[src/ide_cs_defs.vh]
// Purpose: Offsets, field positions, reset values and bus constants of the drive chip-select block.
// Assumes: AXI4-Lite word-per-register map; printed offsets are register indices.
// Notes:   Header holds definitions only.
`ifndef IDE_CS_DEFS_VH
`define IDE_CS_DEFS_VH

// Printed indices; the byte address is the window base plus four times the index.
`define IDX_SEL_A        8'hF0
`define IDX_SEL_B        8'hF1
`define IDX_SEC_MODE     8'hF0
// Window bases: two separate the logical devices that share index 0xF0, the third holds the control words.
`define WIN_PRIMARY      12'h000
`define WIN_SECONDARY    12'h400
`define WIN_CONTROL      12'h800
// Control, status and base register words in the control window.
`define IDX_CTRL         8'h00
`define IDX_STATUS       8'h01
`define IDX_BASE_A       8'h02
`define IDX_BASE_B       8'h03

`define MASK_LSB         2
`define MASK_MSB         4
`define QUAL_LSB         0
`define QUAL_MSB         1
`define SEC_SHARE_BIT    0
`define CTRL_SOFT_RST    0

`define RST_SEL_A        8'h0C
`define RST_SEL_B        8'h00
`define RST_SEC_MODE     8'h00
`define RST_BASE         16'h0000

`define QUAL_AEN         2'b00
`define QUAL_RD          2'b01
`define QUAL_WR          2'b10
`define QUAL_RDWR        2'b11

`define RESP_OKAY        2'b00
`define RESP_SLVERR      2'b10

`endif

[src/ide_chip_select_decode.v]
// Purpose: Chip-select decoders for the primary drive port and buffer-enable steering for both drive ports.
// Assumes: ISA strobes arrive asynchronously and are synchronised here; AXI4-Lite registers.
// Notes:   Outputs are registered, so selects lag the ISA pins by three aclk edges.
`timescale 1ns/1ns
`include "ide_cs_defs.vh"

module ide_chip_select_decode #(
    parameter ADDR_W = 16
) (
    input  wire              aclk,
    input  wire              aresetn,
    input  wire [11:0]       s_axi_awaddr,
    input  wire              s_axi_awvalid,
    output wire              s_axi_awready,
    input  wire [31:0]       s_axi_wdata,
    input  wire [3:0]        s_axi_wstrb,
    input  wire              s_axi_wvalid,
    output wire              s_axi_wready,
    output wire [1:0]        s_axi_bresp,
    output wire              s_axi_bvalid,
    input  wire              s_axi_bready,
    input  wire [11:0]       s_axi_araddr,
    input  wire              s_axi_arvalid,
    output wire              s_axi_arready,
    output wire [31:0]       s_axi_rdata,
    output wire [1:0]        s_axi_rresp,
    output wire              s_axi_rvalid,
    input  wire              s_axi_rready,
    input  wire [ADDR_W-1:0] isa_addr,
    input  wire              isa_aen,
    input  wire              isa_ior_n,
    input  wire              isa_iow_n,
    input  wire              primary_port_active,
    input  wire              secondary_port_active,
    output wire              primary_select_a_n,
    output wire              primary_select_b_n,
    output wire              primary_buffer_enable_n,
    output wire              secondary_buffer_enable_n
);

    ////////////////////////////////////////////////////////////////////////////////
    // Decoding helpers.

    function [ADDR_W-1:0] low_mask;
        input [2:0] code;
        begin
            case (code)
                3'd0:    low_mask = {ADDR_W{1'b0}};
                3'd1:    low_mask = {{(ADDR_W-1){1'b0}}, 1'b1};
                3'd2:    low_mask = {{(ADDR_W-2){1'b0}}, 2'b11};
                3'd3:    low_mask = {{(ADDR_W-3){1'b0}}, 3'b111};
                3'd4:    low_mask = {{(ADDR_W-4){1'b0}}, 4'hF};
                default: low_mask = {{(ADDR_W-5){1'b0}}, 5'h1F};
            endcase
        end
    endfunction

    // Returns one when the address falls in the window and the strobes qualify it.
    function sel_hit;
        input [7:0]        cfg;
        input [ADDR_W-1:0] base;
        input [ADDR_W-1:0] addr;
        input              aen;
        input              rd;
        input              wr;
        reg   [ADDR_W-1:0] m;
        reg                q;
        begin
            m = ~low_mask(cfg[`MASK_MSB:`MASK_LSB]);
            case (cfg[`QUAL_MSB:`QUAL_LSB])
                `QUAL_AEN: q = 1'b1;
                `QUAL_RD:  q = rd;
                `QUAL_WR:  q = wr;
                default:   q = rd | wr;
            endcase
            // masked compare; reserved codes never select.
            sel_hit = ((addr & m) == (base & m)) && !aen && q
                      && (cfg[`MASK_MSB:`MASK_LSB] < 3'd6);
        end
    endfunction

    ////////////////////////////////////////////////////////////////////////////////
    // Register state.

    reg [7:0]        sel_a_ff;
    reg [7:0]        sel_b_ff;
    reg [7:0]        sec_mode_ff;
    reg [ADDR_W-1:0] base_a_ff;
    reg [ADDR_W-1:0] base_b_ff;
    reg              soft_rst_ff;

    reg              awready_ff;
    reg              wready_ff;
    reg              bvalid_ff;
    reg [1:0]        bresp_ff;
    reg              arready_ff;
    reg              rvalid_ff;
    reg [31:0]       rdata_ff;
    reg [1:0]        rresp_ff;
    reg [11:0]       awaddr_ff;
    reg              aw_held_ff;
    reg [31:0]       wdata_ff;
    reg [3:0]        wstrb_ff;
    reg              w_held_ff;

    reg [ADDR_W-1:0] addr_s1_ff;
    reg [ADDR_W-1:0] addr_s2_ff;
    reg [2:0]        ctl_s1_ff;
    reg [2:0]        ctl_s2_ff;
    reg              cs_a_n_ff;
    reg              cs_b_n_ff;
    reg              pri_oe_n_ff;
    reg              sec_oe_n_ff;

    wire aw_take  = s_axi_awvalid && awready_ff;
    wire w_take   = s_axi_wvalid && wready_ff;
    wire have_aw  = aw_held_ff || aw_take;
    wire have_w   = w_held_ff || w_take;
    wire do_write = have_aw && have_w && !bvalid_ff;

    wire [11:0] wr_addr = aw_held_ff ? awaddr_ff : s_axi_awaddr;
    wire [31:0] wr_data = w_held_ff ? wdata_ff : s_axi_wdata;
    wire [3:0]  wr_strb = w_held_ff ? wstrb_ff : s_axi_wstrb;

    // Registers are reached by index; the window picks the logical device.
    function [2:0] reg_sel;
        input [11:0] a;
        reg   [11:0] win;
        reg   [7:0]  idx;
        begin
            win = a & 12'hC00;
            idx = a[9:2];
            if (a[1:0] != 2'b00)
                reg_sel = 3'd0;
            else if (win == `WIN_PRIMARY && idx == `IDX_SEL_A)
                reg_sel = 3'd1;
            else if (win == `WIN_PRIMARY && idx == `IDX_SEL_B)
                reg_sel = 3'd2;
            else if (win == `WIN_SECONDARY && idx == `IDX_SEC_MODE)
                reg_sel = 3'd3;
            else if (win == `WIN_CONTROL && idx == `IDX_CTRL)
                reg_sel = 3'd4;
            else if (win == `WIN_CONTROL && idx == `IDX_STATUS)
                reg_sel = 3'd5;
            else if (win == `WIN_CONTROL && idx == `IDX_BASE_A)
                reg_sel = 3'd6;
            else if (win == `WIN_CONTROL && idx == `IDX_BASE_B)
                reg_sel = 3'd7;
            else
                reg_sel = 3'd0;
        end
    endfunction

    wire [2:0] wsel = reg_sel(wr_addr);
    wire [2:0] rsel = reg_sel(s_axi_araddr);
    wire       soft_rst_req = do_write && wsel == 3'd4 && wr_strb[0]
                              && wr_data[`CTRL_SOFT_RST];

    ////////////////////////////////////////////////////////////////////////////////
    // Write channel and configuration registers.

    always @(posedge aclk) begin
        if (!aresetn) begin
            awready_ff  <= 1'b1;
            wready_ff   <= 1'b1;
            aw_held_ff  <= 1'b0;
            w_held_ff   <= 1'b0;
            awaddr_ff   <= 12'h000;
            wdata_ff    <= 32'h0000_0000;
            wstrb_ff    <= 4'h0;
            bvalid_ff   <= 1'b0;
            bresp_ff    <= `RESP_OKAY;
            sel_a_ff    <= `RST_SEL_A;
            sel_b_ff    <= `RST_SEL_B;
            sec_mode_ff <= `RST_SEC_MODE;
            base_a_ff   <= `RST_BASE;
            base_b_ff   <= `RST_BASE;
            soft_rst_ff <= 1'b0;
        end else begin
            if (aw_take && !do_write) begin
                aw_held_ff <= 1'b1;
                awaddr_ff  <= s_axi_awaddr;
                awready_ff <= 1'b0;
            end
            if (w_take && !do_write) begin
                w_held_ff  <= 1'b1;
                wdata_ff   <= s_axi_wdata;
                wstrb_ff   <= s_axi_wstrb;
                wready_ff  <= 1'b0;
            end
            soft_rst_ff <= soft_rst_req;
            if (do_write) begin
                aw_held_ff <= 1'b0;
                w_held_ff  <= 1'b0;
                awready_ff <= 1'b0;
                wready_ff  <= 1'b0;
                bvalid_ff  <= 1'b1;
                bresp_ff   <= (wsel == 3'd0 || wsel == 3'd5) ? `RESP_SLVERR : `RESP_OKAY;
                if (wr_strb[0]) begin
                    case (wsel)
                        3'd1:    sel_a_ff    <= {3'b000, wr_data[4:0]};
                        3'd2:    sel_b_ff    <= {3'b000, wr_data[4:0]};
                        3'd3:    sec_mode_ff <= {7'h00, wr_data[`SEC_SHARE_BIT]};
                        3'd6:    base_a_ff[7:0] <= wr_data[7:0];
                        3'd7:    base_b_ff[7:0] <= wr_data[7:0];
                        default: sec_mode_ff <= sec_mode_ff;
                    endcase
                end
                if (wr_strb[1] && wsel == 3'd6)
                    base_a_ff[ADDR_W-1:8] <= wr_data[ADDR_W-1:8];
                if (wr_strb[1] && wsel == 3'd7)
                    base_b_ff[ADDR_W-1:8] <= wr_data[ADDR_W-1:8];
            end else if (bvalid_ff && s_axi_bready) begin
                bvalid_ff  <= 1'b0;
                awready_ff <= 1'b1;
                wready_ff  <= 1'b1;
            end
            // soft reset spares the mode register
            if (soft_rst_ff) begin
                sel_a_ff <= `RST_SEL_A;
                sel_b_ff <= `RST_SEL_B;
            end
        end
    end

    ////////////////////////////////////////////////////////////////////////////////
    // Read channel.

    always @(posedge aclk) begin
        if (!aresetn) begin
            arready_ff <= 1'b1;
            rvalid_ff  <= 1'b0;
            rdata_ff   <= 32'h0000_0000;
            rresp_ff   <= `RESP_OKAY;
        end else if (s_axi_arvalid && arready_ff) begin
            arready_ff <= 1'b0;
            rvalid_ff  <= 1'b1;
            rresp_ff   <= (rsel == 3'd0) ? `RESP_SLVERR : `RESP_OKAY;
            case (rsel)
                3'd1:    rdata_ff <= {24'h00_0000, sel_a_ff};
                3'd2:    rdata_ff <= {24'h00_0000, sel_b_ff};
                3'd3:    rdata_ff <= {24'h00_0000, sec_mode_ff};
                3'd5:    rdata_ff <= {28'h000_0000, cs_a_n_ff, cs_b_n_ff,
                                      pri_oe_n_ff, sec_oe_n_ff};
                3'd6:    rdata_ff <= {{(32-ADDR_W){1'b0}}, base_a_ff};
                3'd7:    rdata_ff <= {{(32-ADDR_W){1'b0}}, base_b_ff};
                default: rdata_ff <= 32'h0000_0000;
            endcase
        end else if (rvalid_ff && s_axi_rready) begin
            rvalid_ff  <= 1'b0;
            arready_ff <= 1'b1;
        end
    end

    ////////////////////////////////////////////////////////////////////////////////
    // ISA side: synchronise pins, decode, register outputs.

    // Strobes are held in their idle state at reset so no select glitches out.
    wire rd_act = !ctl_s2_ff[1];
    wire wr_act = !ctl_s2_ff[2];
    wire hit_a  = sel_hit(sel_a_ff, base_a_ff, addr_s2_ff, ctl_s2_ff[0], rd_act, wr_act);
    wire hit_b  = sel_hit(sel_b_ff, base_b_ff, addr_s2_ff, ctl_s2_ff[0], rd_act, wr_act);
    wire share  = sec_mode_ff[`SEC_SHARE_BIT];
    wire cycle  = rd_act || wr_act;

    always @(posedge aclk) begin
        if (!aresetn) begin
            addr_s1_ff  <= {ADDR_W{1'b0}};
            addr_s2_ff  <= {ADDR_W{1'b0}};
            ctl_s1_ff   <= 3'b111;
            ctl_s2_ff   <= 3'b111;
            cs_a_n_ff   <= 1'b1;
            cs_b_n_ff   <= 1'b1;
            pri_oe_n_ff <= 1'b1;
            sec_oe_n_ff <= 1'b1;
        end else begin
            addr_s1_ff  <= isa_addr;
            addr_s2_ff  <= addr_s1_ff;
            ctl_s1_ff   <= {isa_iow_n, isa_ior_n, isa_aen};
            ctl_s2_ff   <= ctl_s1_ff;
            cs_a_n_ff   <= !hit_a;
            cs_b_n_ff   <= !hit_b;
            // primary buffers; shared when the share bit is set.
            pri_oe_n_ff <= !(cycle && (primary_port_active
                                       || (share && secondary_port_active)));
            // separate enable; left idle when shared.
            sec_oe_n_ff <= !(cycle && !share && secondary_port_active);
        end
    end

    assign s_axi_awready             = awready_ff;
    assign s_axi_wready              = wready_ff;
    assign s_axi_bvalid              = bvalid_ff;
    assign s_axi_bresp               = bresp_ff;
    assign s_axi_arready             = arready_ff;
    assign s_axi_rvalid              = rvalid_ff;
    assign s_axi_rdata               = rdata_ff;
    assign s_axi_rresp               = rresp_ff;
    assign primary_select_a_n        = cs_a_n_ff;
    assign primary_select_b_n        = cs_b_n_ff;
    assign primary_buffer_enable_n   = pri_oe_n_ff;
    assign secondary_buffer_enable_n = sec_oe_n_ff;

endmodule

[config.mk]
export PLATFORM = sky130hd
export DESIGN_NAME = ide_chip_select_decode
export DESIGN_NICKNAME = d
export VERILOG_FILES = /design/src/ide_chip_select_decode.v
export VERILOG_INCLUDE_DIRS = /design/src
export SDC_FILE = /design/constraint.sdc
export NUM_CORES = 1
export LEC_CHECK = 0
export BUFFER_PORTS_ARGS = -buffer_cell sky130_fd_sc_hd__buf_2
export CAP_MARGIN = 40
export CORE_ASPECT_RATIO = 1.5
export CORE_MARGIN = 5
export CORE_UTILIZATION = 35
export DETAILED_ROUTE_END_ITERATION = 8
export GPL_TIMING_DRIVEN = 0
export HOLD_SLACK_MARGIN = 0.12
export RECOVER_POWER = 50
export SKIP_CTS_REPAIR_TIMING = 1
export SYNTH_ARGS = -nofsm -noshare
export SYNTH_HDL_FRONTEND = slang
export SYNTH_SLANG_ARGS = --single-unit
[constraint.sdc]
create_clock -name aclk -period 2.87 [get_ports aclk]
set_input_delay 0.1435 -clock aclk [delete_from_list [all_inputs] [get_ports aclk]]
set_output_delay 0.1435 -clock aclk [all_outputs]
set_load 0.02 [all_outputs]
### Word level (Yosys, flattened, before mapping)

Index checks and enable logic that the tools add are counted.
Widths: inputs -> output; s select.

* output and inout bits: 45
* register bits after elaboration: 159

* order comparisons: 2
* equal/unequal tests: 41
* bitwise operators: 8
* mux-type cells: 38
* reduce and logical (&&, ||, !) cells: 78

Operator list (number)
* $pmux 16 s6: 1
* $and 16x16->16: 4
* $pmux 5 s5: 2
* $mux 3: 16
* $logic_and 1x1->1: 38
* $eq 16x16->1: 2
* $eq 8x2->1 const B: 4
* $eq 8x8->1 const B: 4
* $not 16->16: 2
* $eq 3x3->1 const B: 9
* $eq 3x2->1 const B: 8
* $logic_not 12->1: 2
* $eq 8x1->1 const B: 2
* $logic_not 8->1: 2
* $mux 16: 1
* $reduce_and 3->1: 5
* $eq 3x1->1 const B: 4
* $logic_not 3->1: 4
* $mux 1: 12
* $mux 12: 1
* $logic_not 1->1: 10
* $eq 2x1->1 const B: 4
* $eq 2x2->1 const B: 4
* $reduce_bool 2->1: 4
* 10 further kinds: 22

### Depth between registers and ports, before layout

* depth after elaboration: 15
* depth in mapped cells: 8

### Worst setup path after synthesis

No wires, ideal clock.

* kind: register to register
* from: reg aw_held_ff
* to: reg base_a_ff[0]
* cell stages (with the launch flop): 8
* clock period less this slack: 2.037 ns
* buffers on the path: 2
* path slack: 0.833 ns
* arrival: 1.965 ns
* data required time: 2.798 ns
* cell sequence: dfxtp_1 -> buf_2 -> nor4b_1 -> a31oi_1 -> o311ai_1 -> and4bb_2 -> buf_4 -> mux2i_1

* word-level cells in the longest chain between the ends: 13
* elaborated cells on any way between the ends: 31
* those cells by class: eq/ne (8); mux (9); reduce/logical (14)

Ends and longest elaborated chain
* start, declared: RTL line ide_chip_select_decode.v:101 `reg aw_held_ff;`
* start signal, assigned: RTL line ide_chip_select_decode.v:166 `aw_held_ff <= 1'b0;`
* start signal, assigned: RTL line ide_chip_select_decode.v:181 `aw_held_ff <= 1'b1;`
* start signal, assigned: RTL line ide_chip_select_decode.v:193 `aw_held_ff <= 1'b0;`
* $mux 12: RTL line ide_chip_select_decode.v:121 `wire [11:0] wr_addr = aw_held_ff ? awaddr_ff : s_axi_awaddr;`
* $eq 8x2->1 (no source line) or $eq 2x2->1 (tied branches)
* $logic_and 1x1->1 (no source line)
* $mux 3: RTL line ide_chip_select_decode.v:147 `` else if (win == `WIN_CONTROL && idx == `IDX_BASE_B) ``
* $mux 3: RTL line ide_chip_select_decode.v:145 `` else if (win == `WIN_CONTROL && idx == `IDX_BASE_A) ``
* $mux 3: RTL line ide_chip_select_decode.v:143 `` else if (win == `WIN_CONTROL && idx == `IDX_STATUS) ``
* $mux 3: RTL line ide_chip_select_decode.v:141 `` else if (win == `WIN_CONTROL && idx == `IDX_CTRL) ``
* $mux 3: RTL line ide_chip_select_decode.v:139 `` else if (win == `WIN_SECONDARY && idx == `IDX_SEC_MODE) ``
* $mux 3: RTL line ide_chip_select_decode.v:137 `` else if (win == `WIN_PRIMARY && idx == `IDX_SEL_B) ``
* $mux 3: RTL line ide_chip_select_decode.v:135 `` else if (win == `WIN_PRIMARY && idx == `IDX_SEL_A) ``
* $mux 3: RTL line ide_chip_select_decode.v:133 `if (a[1:0] != 2'b00)`
* $eq 3x3->1: RTL line ide_chip_select_decode.v:200 `case (wsel)`
* $reduce_and 3->1 (no source line) *
* end signal, assigned: RTL line ide_chip_select_decode.v:176 `` base_a_ff <= `RST_BASE; ``
* end signal, assigned: RTL line ide_chip_select_decode.v:204 `3'd6: base_a_ff[7:0] <= wr_data[7:0];`
* end signal, assigned by index: RTL line ide_chip_select_decode.v:210 `base_a_ff[ADDR_W-1:8] <= wr_data[ADDR_W-1:8];`
* end, declared: RTL line ide_chip_select_decode.v:88 `reg [ADDR_W-1:0] base_a_ff;`

Mark *: on every way between the ends. The rest lies on a longest branch, timed or not.
A chain may end at the register's enable or synchronous reset.

### Final worst setup path

* from: in s_axi_awaddr[4]
* to: reg base_a_ff[5]

* word-level cells in the longest chain between the ends: 13
* elaborated cells on any way between the ends: 24
* those cells by class: eq/ne (6); mux (9); reduce/logical (9)

Ends and longest elaborated chain
* start, declared: RTL line ide_chip_select_decode.v:12 `input wire [11:0] s_axi_awaddr,`
* $mux 12 *: RTL line ide_chip_select_decode.v:121
* $eq 8x2->1 (no source line)
* $logic_and 1x1->1 (no source line)
* $mux 3: RTL line ide_chip_select_decode.v:147
* $mux 3: RTL line ide_chip_select_decode.v:145
* $mux 3: RTL line ide_chip_select_decode.v:143
* $mux 3: RTL line ide_chip_select_decode.v:141
* $mux 3: RTL line ide_chip_select_decode.v:139
* $mux 3: RTL line ide_chip_select_decode.v:137
* $mux 3 *: RTL line ide_chip_select_decode.v:135
* $mux 3 *: RTL line ide_chip_select_decode.v:133
* $eq 3x3->1 *: RTL line ide_chip_select_decode.v:200
* $reduce_and 3->1 (no source line) *

Marked as above.

==> run metrics <==
status=completed; share of layout cells above drive strength 1=between 10% and 20%; post-synth top area cell=dfxtp_1; Initial Util=a little over a third; Max-slew headroom=between 20% and 30%; final std cells w/o fill=1096; CTS sink cnt=between 100 and 150; FMAX=roughly 0.40 GHz; Sw Pwr=roughly 0.0012 W; sequential fraction of the synthesis area=between 40 and 50%; Pre-antenna DRT Iters=6; switching share of total power=23.1%; Worst setup EP type=flop; Layout fillers=1766; Die Height=~180 um; Cells after Synth=~680; FF+latch count, synth=about 140; synthesis-to-layout area growth=31.0%; Clock transition at path regs=roughly 60 ps; nets@finish=about 960; Tot GR Track Use=16.6%; buffers added on ports=95; root buf cell=clkbuf_16; R2R setup slack=between 400 and 500 ps; chip width=about 120 um; post-placement cell count=roughly 1000; die area=around 0.021 mm2; Worst Clk Skew=9.11 ps; number of distinct library cells after synthesis=60; # rows=60; Top FF cell, synth=dfxtp_1; Leakage=3.54 nW; Setup-failing EPs final=0; largest net degree at the start of global routing=17; FFs w/ async S/R, synth=0%; Via Count=between 5000 and 6000; DRT antenna net count=0; CTS tree=built; core area=around 0.018 mm2; Worst Path Required=between 3000 and 4000 ps; routed wire length=roughly 18 mm; Post-synth top cells=dfxtp_1 (141), mux2i_1 (81), nand2_1 (78); setup TNS=0 ps; clk_lat worst skew=approximately 430 ps; Ys Warns=0; Final Critical Period=between 2000 and 2500 ps; dpl hpwl=~13 mm; cell area after synthesis=around 0.0064 mm2; top cell type's share of synthesized area=between 40% and 50%; Area contributors post-synth=dfxtp_1 (44%), mux2i_1 (13%), nand2_1 (4.6%), mux2_2 (3.7%), and2_1 (3.4%); initial detailed-routing violation count=~210; DRC viols=0; PwrDens=608 mW/mm2; fin crit share=between 80% and 90%; antenna cells=0; RSZ-0062 raised after global routing=false; sequential share of power=40.5%; internal power=approximately 0.0039 W; initial antenna violation count=0; Avg WL per Cell=roughly 16 um; GR Overflow Total=0; Worst EP arrival=between 2000 and 3000 ps; first-pass GRT wire length=27.4 mm; Peak VDD IR=376 uV; vias in the first global route=5357; # IOs=133; Max FO, Critical Path=8; Combinational Power Share=10.6%; max cap viols=0; Hold Path Class=in2reg; Post-synth EDFFs=0; Fin. Hold Viols=0; clk buf depth=2; Clk network pwr share=48.9%; critical path class=in2reg; Slew @ Worst Pin=roughly 1100 ps; H-tree depth=4; CP Launch Type=input port; most frequent cell after synthesis=dfxtp_1; vias per cell=between 4 and 5; RePlAce Congestion=0.843; max-slew violations=0; post-synthesis average cell area=~9.4 um2; CTS Buf Count=17
path summary, 6_finish.rpt:
kind,endpoint,depth (start not counted),startpoint
hold reg to reg,ctl_s2_ff[0]$_SDFF_PN1_,1,ctl_s1_ff[0]$_SDFF_PN1_
hold / removal,s_axi_rresp[1]$_SDFFE_PN0P_,4,s_axi_arvalid
setup / recovery,base_a_ff[5]$_SDFFE_PN0P_,8,s_axi_awaddr[4]
setup reg to reg,base_a_ff[5]$_SDFFE_PN0P_,6,aw_held_ff$_SDFFE_PP0P_
sequential cells by signal, indices dropped and copies added, names as in the netlist, 2 cells and up:
register,count
ctl_s1_ff,3
s_axi_rdata,16
ctl_s2_ff,3
sel_a_ff,5
wdata_ff,16
base_b_ff,16
addr_s1_ff,16
sel_b_ff,5
wstrb_ff,2
addr_s2_ff,16
base_a_ff,16
awaddr_ff,12
critical path: stages:
cell and delay, ps:
dlygate4sd3_1 540, buf_2 130, nor4b_1 410, nor2_1 130, o311ai_1 690, and4bb_2 350, buf_4 210, mux2i_1 200
kinds of logic (layout without fill, tap and decap cells):
logic type      Yosys count  after routing  share of synthesized area [%]
compound gates           88             88                           9.19
xor+xnor                 33             33                           4.51
buf+inv                  58            241                           4.71
flops                   141            141                           44.1
mux                     103            103                           16.6
other cells               1             18                         0.0586
simple gates            255            255                           20.9
area by class of cell:
cell class                 instances  area, um2  share of cell area [%]
sequential                       141       2820                    33.7
multi-input combinational        497       3330                    39.7
buffer                            50        270                    3.22
timing repair buffer             152       1000                    11.9
inverter                           8       30.0                   0.358
clock buffer                      21        450                    5.37
clock inverter                    10        213                    2.54
tap                              217        272                    3.24
power by group through the flow:
| stage | registers, W | logic [W] | clock network (W) |
|---|---|---|---|
| after global placement | 0.00211 | 0.000485 | 0 |
| after CTS | 0.00207 | 0.000489 | 0.00253 |
| after detailed placement | 0.00211 | 0.000487 | 0 |
| after global routing | 0.00208 | 0.000593 | 0.00262 |
| after floorplan | 0.00211 | 0.000317 | 0 |
| final | 0.00207 | 0.000540 | 0.00249 |
routing by layer:
layer | vias to the layer above | global-route usage, % | share of wire (%)
li1 | 2732 | - | -
met4 | 0 | 6.99 | 2.9
met5 | - | 0 | 0
met1 | 2512 | 17.7 | 40
met3 | 34 | 3.74 | 3.4
met2 | 114 | 31.0 | 54
placed cells by master (no fill, tap or decap), types with 17 or more instances in the layout:
cell	n
a21oi_1	30
mux2i_1	81
dlygate4sd3_1	56
clkbuf_1	55
and2_1	22
conb_1	18
buf_2	73
clkbuf_16	17
nor2_1	44
buf_4	19
mux2_2	21
o21ai_0	19
dfxtp_1	141
nand2_1	78
xnor2_1	21
through the flow:
| stage | area (um2) | hold WS, ps | total power (W) | utilization, % | worst slack, ps |
|---|---|---|---|---|---|
| floorplan | 6470 | 228 | 0.00243 | - | 833 |
| global route | 8390 | 207 | 0.00529 | 46.7 | 204 |
| global placement | 7210 | 348 | 0.00260 | 40.2 | 235 |
| finish | 8390 | 173 | 0.00510 | 46.7 | 398 |
| detailed placement | 7220 | 332 | 0.00260 | 40.2 | 460 |
| CTS | 7880 | -104 | 0.00509 | 43.9 | 422 |
(Power assumes the default switching activity.)
